===== src/pkg/nvac_pkg.sv =====
// Package: register map, field positions and timing for the data memory block
package nvac_pkg;

    // Array size in bytes: one of 32, 64, 128, 256
    localparam int unsigned NVAC_ARRAY_BYTES = 256;
    localparam int unsigned NVAC_ADDR_BITS   = $clog2(NVAC_ARRAY_BYTES);

    // Register selects on the special function register port
    localparam logic [7:0] NVAC_ADDR_REG_OFS = 8'h00;
    localparam logic [7:0] NVAC_DATA_REG_OFS = 8'h01;
    localparam logic [7:0] NVAC_CTRL_REG_OFS = 8'h40;

    // Control register fields
    localparam int unsigned NVAC_WRITE_ENABLE_BIT_BIT  = 3;
    localparam int unsigned NVAC_WR_BIT    = 2;
    localparam int unsigned NVAC_READ_ENABLE_BIT_BIT  = 1;
    localparam int unsigned NVAC_RD_BIT    = 0;
    localparam logic [7:0]  NVAC_CTRL_RST  = 8'h00;
    localparam logic [7:0]  NVAC_CTRL_MASK = 8'h0F;

    // Banks that hold the control register and the data-side registers
    localparam logic [1:0] NVAC_CTRL_BANK = 2'h1;
    localparam logic [1:0] NVAC_DATA_BANK = 2'h0;

    // Timing: write cycle in microseconds, read latency in cycles
    localparam int unsigned NVAC_CLK_MHZ       = 125;
    localparam int unsigned NVAC_WRITE_US      = 2000;
    localparam int unsigned NVAC_WRITE_CYCLES  = NVAC_WRITE_US * NVAC_CLK_MHZ;
    localparam int unsigned NVAC_READ_CYCLES   = 4;
    // Internal write timer tick: one enable every this many clocks
    localparam int unsigned NVAC_TICK_DIV      = 125;

    typedef enum logic [1:0] {
        NVAC_IDLE  = 2'b00,
        NVAC_READ  = 2'b01,
        NVAC_WRITE = 2'b10
    } nvac_state_t;

    // Special function register access from the core
    typedef struct packed {
        logic       wr;
        logic       rd;
        logic [1:0] bank;
        logic [7:0] addr;
        logic [7:0] wdata;
    } nvac_sfr_req_t;

endpackage


===== src/verilog/nvac_top.sv =====
// Top: byte-wide nonvolatile data memory with address, data, control regs
//
// Notes on behaviour
// - Byte array, 32 to 256 bytes, zero based.
// - Not memory mapped; address, data, control registers.
// - Address register width follows size; upper bits zero.
// - Control bits 3..0 enables/starts, reset zero.
// - Write enable clear blocks all array writes.
// - Write start begins write; hardware clears at end.
// - Write start without prior enable is ignored.
// - Read enable clear blocks all array reads.
// - Read start begins read; hardware clears at end.
// - Read start without prior enable is ignored.
// - Completed read loads data register, held there.
// - Internal timer times write; start stays set.
// - Write end sets done flag and shared request.
`timescale 1ns/1ps

module nvac_top
    import nvac_pkg::*;
#(
    parameter int unsigned WRITE_TICKS = NVAC_WRITE_US * 1,
    parameter int unsigned TICK_DIV    = NVAC_TICK_DIV,
    parameter int unsigned READ_CYCLES = NVAC_READ_CYCLES
) (
    input  wire logic                   sys_clk,
    input  wire logic                   srst,
    input  wire nvac_pkg::nvac_sfr_req_t sfr_req,
    output logic [7:0]                  sfr_rdata,
    output logic                        nv_done_flag,
    output logic                        nv_done_irq_req,
    input  wire logic                   nv_done_clear,
    output logic                        busy
);
    import nvac_pkg::*;

    ////////////////////////////////////////////////////////////////////////
    // Register decode

    logic                      addr_sel;
    logic                      data_sel;
    logic                      ctrl_sel;
    logic [NVAC_ADDR_BITS-1:0] nv_address_q;
    logic [7:0]                nv_data_q;
    logic [3:0]                nv_control_q;
    logic [7:0]                mem_q [NVAC_ARRAY_BYTES];
    nvac_state_t               state_q;
    logic [31:0]               cnt_q;
    logic [7:0]                div_q;
    logic                      tick;
    logic                      wr_start;
    logic                      rd_start;
    logic                      cycle_end;
    logic [7:0]                ctrl_rd;
    logic [7:0]                addr_rd;

    // Data-side registers in bank 0, control only in bank 1
    assign addr_sel = sfr_req.bank == NVAC_DATA_BANK &&
                      sfr_req.addr == NVAC_ADDR_REG_OFS;
    assign data_sel = sfr_req.bank == NVAC_DATA_BANK &&
                      sfr_req.addr == NVAC_DATA_REG_OFS;
    assign ctrl_sel = sfr_req.bank == NVAC_CTRL_BANK &&
                      sfr_req.addr == NVAC_CTRL_REG_OFS;

    // Start only counts if the enable was already set before this write
    assign wr_start = sfr_req.wr && ctrl_sel && state_q == NVAC_IDLE &&
                      sfr_req.wdata[NVAC_WR_BIT] &&
                      nv_control_q[NVAC_WRITE_ENABLE_BIT_BIT];
    assign rd_start = sfr_req.wr && ctrl_sel && state_q == NVAC_IDLE &&
                      !wr_start && sfr_req.wdata[NVAC_RD_BIT] &&
                      nv_control_q[NVAC_READ_ENABLE_BIT_BIT];

    ////////////////////////////////////////////////////////////////////////
    // Write timer tick divider; stands in for the free-running write timer

    always_ff @(posedge sys_clk) begin
        if (srst || div_q == 8'(TICK_DIV - 1)) begin
            div_q <= 8'h00;
        end else begin
            div_q <= div_q + 8'h01;
        end
    end
    assign tick = div_q == 8'(TICK_DIV - 1);

    ////////////////////////////////////////////////////////////////////////
    // Cycle sequencer

    assign cycle_end = (state_q == NVAC_READ && cnt_q == 32'(READ_CYCLES - 1))
                    || (state_q == NVAC_WRITE && tick &&
                        cnt_q == 32'(WRITE_TICKS - 1));

    always_ff @(posedge sys_clk) begin
        if (srst) begin
            state_q <= NVAC_IDLE;
            cnt_q   <= 32'h0;
        end else begin
            case (state_q)
                NVAC_IDLE: begin
                    cnt_q <= 32'h0;
                    if (wr_start) begin
                        state_q <= NVAC_WRITE;
                    end else if (rd_start) begin
                        state_q <= NVAC_READ;
                    end
                end
                NVAC_READ: begin
                    cnt_q <= cnt_q + 32'h1;
                    if (cycle_end) begin
                        state_q <= NVAC_IDLE;
                    end
                end
                NVAC_WRITE: begin
                    if (tick) begin
                        cnt_q <= cnt_q + 32'h1;
                    end
                    if (cycle_end) begin
                        state_q <= NVAC_IDLE;
                    end
                end
                default: begin
                    state_q <= NVAC_IDLE;
                end
            endcase
        end
    end

    ////////////////////////////////////////////////////////////////////////
    // Control register

    always_ff @(posedge sys_clk) begin
        if (srst) begin
            nv_control_q <= NVAC_CTRL_RST[3:0];
        end else begin
            if (sfr_req.wr && ctrl_sel) begin
                nv_control_q[NVAC_WRITE_ENABLE_BIT_BIT] <= sfr_req.wdata[NVAC_WRITE_ENABLE_BIT_BIT];
                nv_control_q[NVAC_READ_ENABLE_BIT_BIT] <= sfr_req.wdata[NVAC_READ_ENABLE_BIT_BIT];
            end
            // Start bits: set only when accepted, held while busy
            if (wr_start) begin
                nv_control_q[NVAC_WR_BIT] <= 1'b1;
            end else if (state_q == NVAC_WRITE && cycle_end) begin
                nv_control_q[NVAC_WR_BIT] <= 1'b0;
            end
            if (rd_start) begin
                nv_control_q[NVAC_RD_BIT] <= 1'b1;
            end else if (state_q == NVAC_READ && cycle_end) begin
                nv_control_q[NVAC_RD_BIT] <= 1'b0;
            end
        end
    end

    ////////////////////////////////////////////////////////////////////////
    // Address, data and array; address and data have no reset by design

    always_ff @(posedge sys_clk) begin
        if (sfr_req.wr && addr_sel) begin
            nv_address_q <= sfr_req.wdata[NVAC_ADDR_BITS-1:0];
        end
    end

    always_ff @(posedge sys_clk) begin
        if (state_q == NVAC_READ && cycle_end &&
            nv_control_q[NVAC_READ_ENABLE_BIT_BIT]) begin
            nv_data_q <= mem_q[nv_address_q];
        end else if (sfr_req.wr && data_sel) begin
            nv_data_q <= sfr_req.wdata;
        end
    end

    // Clearing write enable mid-cycle aborts the commit
    always_ff @(posedge sys_clk) begin
        if (state_q == NVAC_WRITE && cycle_end &&
            nv_control_q[NVAC_WRITE_ENABLE_BIT_BIT]) begin
            mem_q[nv_address_q] <= nv_data_q;
        end
    end

    ////////////////////////////////////////////////////////////////////////
    // Read-back and status outputs

    assign addr_rd = 8'(nv_address_q);
    assign ctrl_rd = {4'h0, nv_control_q} & NVAC_CTRL_MASK;

    always_ff @(posedge sys_clk) begin
        if (srst) begin
            sfr_rdata <= 8'h00;
        end else if (sfr_req.rd && addr_sel) begin
            sfr_rdata <= addr_rd;
        end else if (sfr_req.rd && data_sel) begin
            sfr_rdata <= nv_data_q;
        end else if (sfr_req.rd && ctrl_sel) begin
            sfr_rdata <= ctrl_rd;
        end else begin
            sfr_rdata <= 8'h00;
        end
    end

    // Set wins over a same-cycle clear
    always_ff @(posedge sys_clk) begin
        if (srst) begin
            nv_done_flag    <= 1'b0;
            nv_done_irq_req <= 1'b0;
        end else begin
            nv_done_irq_req <= state_q == NVAC_WRITE && cycle_end;
            if (state_q == NVAC_WRITE && cycle_end) begin
                nv_done_flag <= 1'b1;
            end else if (nv_done_clear) begin
                nv_done_flag <= 1'b0;
            end
        end
    end

    always_ff @(posedge sys_clk) begin
        if (srst) begin
            busy <= 1'b0;
        end else begin
            busy <= (state_q != NVAC_IDLE && !cycle_end) ||
                    wr_start || rd_start;
        end
    end

endmodule


===== config.mk =====
export PLATFORM = sky130hd
export DESIGN_NAME = nvac_top
export DESIGN_NICKNAME = d
export VERILOG_FILES = /design/src/pkg/nvac_pkg.sv /design/src/verilog/nvac_top.sv
export SDC_FILE = /design/constraint.sdc
export NUM_CORES = 2
export LEC_CHECK = 0
export BUFFER_PORTS_ARGS = -buffer_cell sky130_fd_sc_hd__buf_4
export CAP_MARGIN = 20
export CELL_PAD_IN_SITES_DETAIL_PLACEMENT = 1
export CELL_PAD_IN_SITES_GLOBAL_PLACEMENT = 2
export CORE_ASPECT_RATIO = 0.8
export CORE_MARGIN = 8
export CORE_UTILIZATION = 45
export CTS_CLUSTER_SIZE = 14
export DETAILED_ROUTE_END_ITERATION = 10
export PLACE_DENSITY_LB_ADDON = 0.1
export RECOVER_POWER = 25
export SLEW_MARGIN = 10
export SYNTH_ARGS = -nofsm -noshare
export SYNTH_HDL_FRONTEND = slang
export SYNTH_SLANG_ARGS = --single-unit

===== constraint.sdc =====
create_clock -name sys_clk -period 4.5 [get_ports sys_clk]
set_clock_uncertainty 0.05 [all_clocks]
set_input_delay 0.225 -clock sys_clk [delete_from_list [all_inputs] [get_ports sys_clk]]
set_output_delay 0.225 -clock sys_clk [all_outputs]
set_load 0.05 [all_outputs]

==> metrics.cfg <==
[min_path]
min_to = nv_data_q[6]
hold_start = sfr_req[9]
hold_depth = 6
hold_path_class = in -> reg

[run]
drv_cap = 12

[run_status]
violations = capacitance limit, slew limit
status = finished with violations

[final_layout]
area_delta_synth_final_pct = 14.3
drive_above_1_share = 0.266
final_cells = 6939
nFillCells = 16015
antenna_cells = 0
fin_nets = 4376

[clock_tree]
cts.clk_slew.worst_paths_ns = 0.07
clock-sinks = 2129
htree_levels = 4
clk_latency_ns = 0.83
post-cts-setup-buffers = 0
cts_buffer_depth = 3
cts_tree = built
cts_root_buf = clkbuf_16
cts_buffers = 207

[logic_synthesis]
mappedNetlistNets = 4010
netlist_area_um2 = 82700
async_flop_share = 0
syn_inst = 3981
yosysTopAreaCell = edfxtp_1
yosysMostFrequentCell = edfxtp_1
ys.flop_type = edfxtp_1
synth_common_cells = 2,064 x edfxtp_1, 510 x mux4_2, 339 x nor2_1, 116 x mux2i_1, 114 x nand2_1
ys_ff_latch = 2129
syn_area_per_cell_um2 = 20.8
synth_edf_count = 2064
synth.distinct_cells = 63
ys_seq_area_frac = 0.765
synth_area_leaders = edfxtp_1 75%, mux4_2 14%, dfxtp_1 1.6%
synth.top_cell.area_share = 0.750
ys_warn_count = 0

[sta]
setup_viol = 0
grt_setup_unrepaired = no
hold_violations = 0
period_share = 0.902
max_freq_ghz = 0.246
slew_headroom = -1.53
worst_slew_pin_slew_ns = 3.80
slew_violations = 1444
finalSetupTns_ns = 0
period_needed_ns = 4.06
fin_ws_ns = 0.440

[critical_path]
critPathMaxStageDelay_ns = 2.34
worstPathCellList = buf_2 > a22oi_1 > dlygate4sd3_1 > nor2_1
reg2reg_to = sfr_rdata[7]
r2r_start = nv_data_q[7]
worstPathRequired_ns = 5.21
r2r_cells = 4
crit_path_end_kind = flop
regToRegSetupSlack_ns = 0.44
critPathArrivalTime_ns = 4.77
start_kind = flop
cp_slowest_cell = buf_2
worstSetupPathType = reg -> reg
critPathMaxFanout = 161

[place]
port_buffers = 33
placed_cells = 6526
post-place-ws_ns = 0.0598
place.gp.congestion = 0.831
dp_hpwl_mm = 145

[floorplanning]
core-area_um2 = 182000
dieArea_um2 = 198000
die-height_um = 399
start_util = 0.453
row_count = 140
ios = 34
die_w_um = 495

[power_and_ir_drop]
peakVddDrop_mv = 0.398
power_mw = 38.7
power_density_nw_per_um2 = 409
total_leakage_power_nw = 29.7

[grt]
grt_use_total = 0.232
grt_start_max_net_pins = 216
grt_pass1_vias = 42992
antenna_found_initial = 8
grt_pass1_wl_mm = 329
grt-ovfl-total = 0

[route]
drt_pass1_iterations = 5
ant_nets = 0
wl_per_cell_um = 33.1
drc = 0
vias_per_cell = 6.03
drtIter0Drc = 4311
totalWireLength_mm = 230
via_count = 41848

worst max path at each step:
stage / start / to / slack (ns) / depth (start not counted)
after detailed placement: cnt_q[6] / mem_q[153][7] / 0.06 / 7
after global routing: nv_data_q[7] / sfr_rdata[7] / 0.12 / 4
after floorplan: nv_data_q[4] / mem_q[0][4] / 0.39 / 0
after global placement: cnt_q[6] / mem_q[154][1] / 0.15 / 7
after CTS: cnt_q[6] / mem_q[155][5] / 0.06 / 7
final: nv_data_q[7] / sfr_rdata[7] / 0.44 / 4
through the flow:
stage | utilization | hold slack (ns) | area, µm²
2_1_floorplan | - | 0.274 | 82700
3_3_place_gp | 0.481 | 0.403 | 87700
3_5_place_dp | 0.481 | 0.415 | 87700
4_1_cts | 0.519 | 0.101 | 94600
5_1_grt | 0.518 | 0.180 | 94500
6_report | 0.518 | 0.173 | 94500
metal layers:
layer,part of all wire,track usage
met5,0,0
met2,0.45,0.349
met3,0.075,0.0451
met4,0.025,0.0560
met1,0.45,0.352
cells in the final DEF (no fill, tap or decap), types with 52 or more instances in the layout:
| master | n |
|---|---|
| a21oi_1 | 58 |
| buf_4 | 309 |
| clkbuf_1 | 53 |
| clkbuf_16 | 212 |
| clkinv_2 | 52 |
| dfxtp_1 | 60 |
| edfxtp_1 | 2064 |
| mux2i_1 | 116 |
| mux4_2 | 510 |
| nand2_1 | 109 |
| nor2_1 | 336 |
worst max-delay path: cells and delay by family (launching register included):
kind	cells	cell delay (ns)
buf+inv	2	3.05
flops	1	0.39
compound gates	1	0.32
simple gates	1	0.08
flip-flops by register name, summed over array words and instances (netlist names), named ones only:
signal,count
nv_done_irq_req,1
cnt_q,32
nv_data_q,8
nv_control_q,4
div_q,8
addr_rd,8
busy,1
nv_done_flag,1
sfr_rdata,8
state_q,2
mem_q,2048
cell type report:
type	instances	area, µm²	area share
clock inverter	137	1200	0.0128
inverter	18	72.6	0.000768
sequential	2129	63300	0.670
multi-input combinational	1608	18300	0.193
tap	2414	3020	0.0320
timing repair buffer	383	3190	0.0338
clock buffer	250	5450	0.0577
power by group:
part / internal, mW / switching, mW / leakage, nW
Sequential: 21.4 / 0.00322 / 19.1
Clock: 9.66 / 7.53 / 3.28
Combinational: 0.0373 / 0.0480 / 7.38
kinds of logic (layout without fill, tap and decap cells):
kind of cell / Yosys count / count (layout) / share of synthesized area
simple gates: 638 / 638 / 0.0346
buf+inv: 244 / 788 / 0.0146
fa+ha+maj: 6 / 6 / 0.000908
flops: 2129 / 2129 / 0.765
xor+xnor: 30 / 30 / 0.00318
mux: 646 / 646 / 0.158
compound gates: 288 / 288 / 0.0238
repair_timing:
| action | 4_1_cts | 5_1_grt |
|---|---|---|
| hold buffers | 25 | 0 |
| endpoints found under the hold margin | 49 | 0 |
| gates resized for setup | 0 | 4 |
| setup endpoints to repair | 0 | 37 |
No activity file was read; power rests on OpenSTA's default activity.
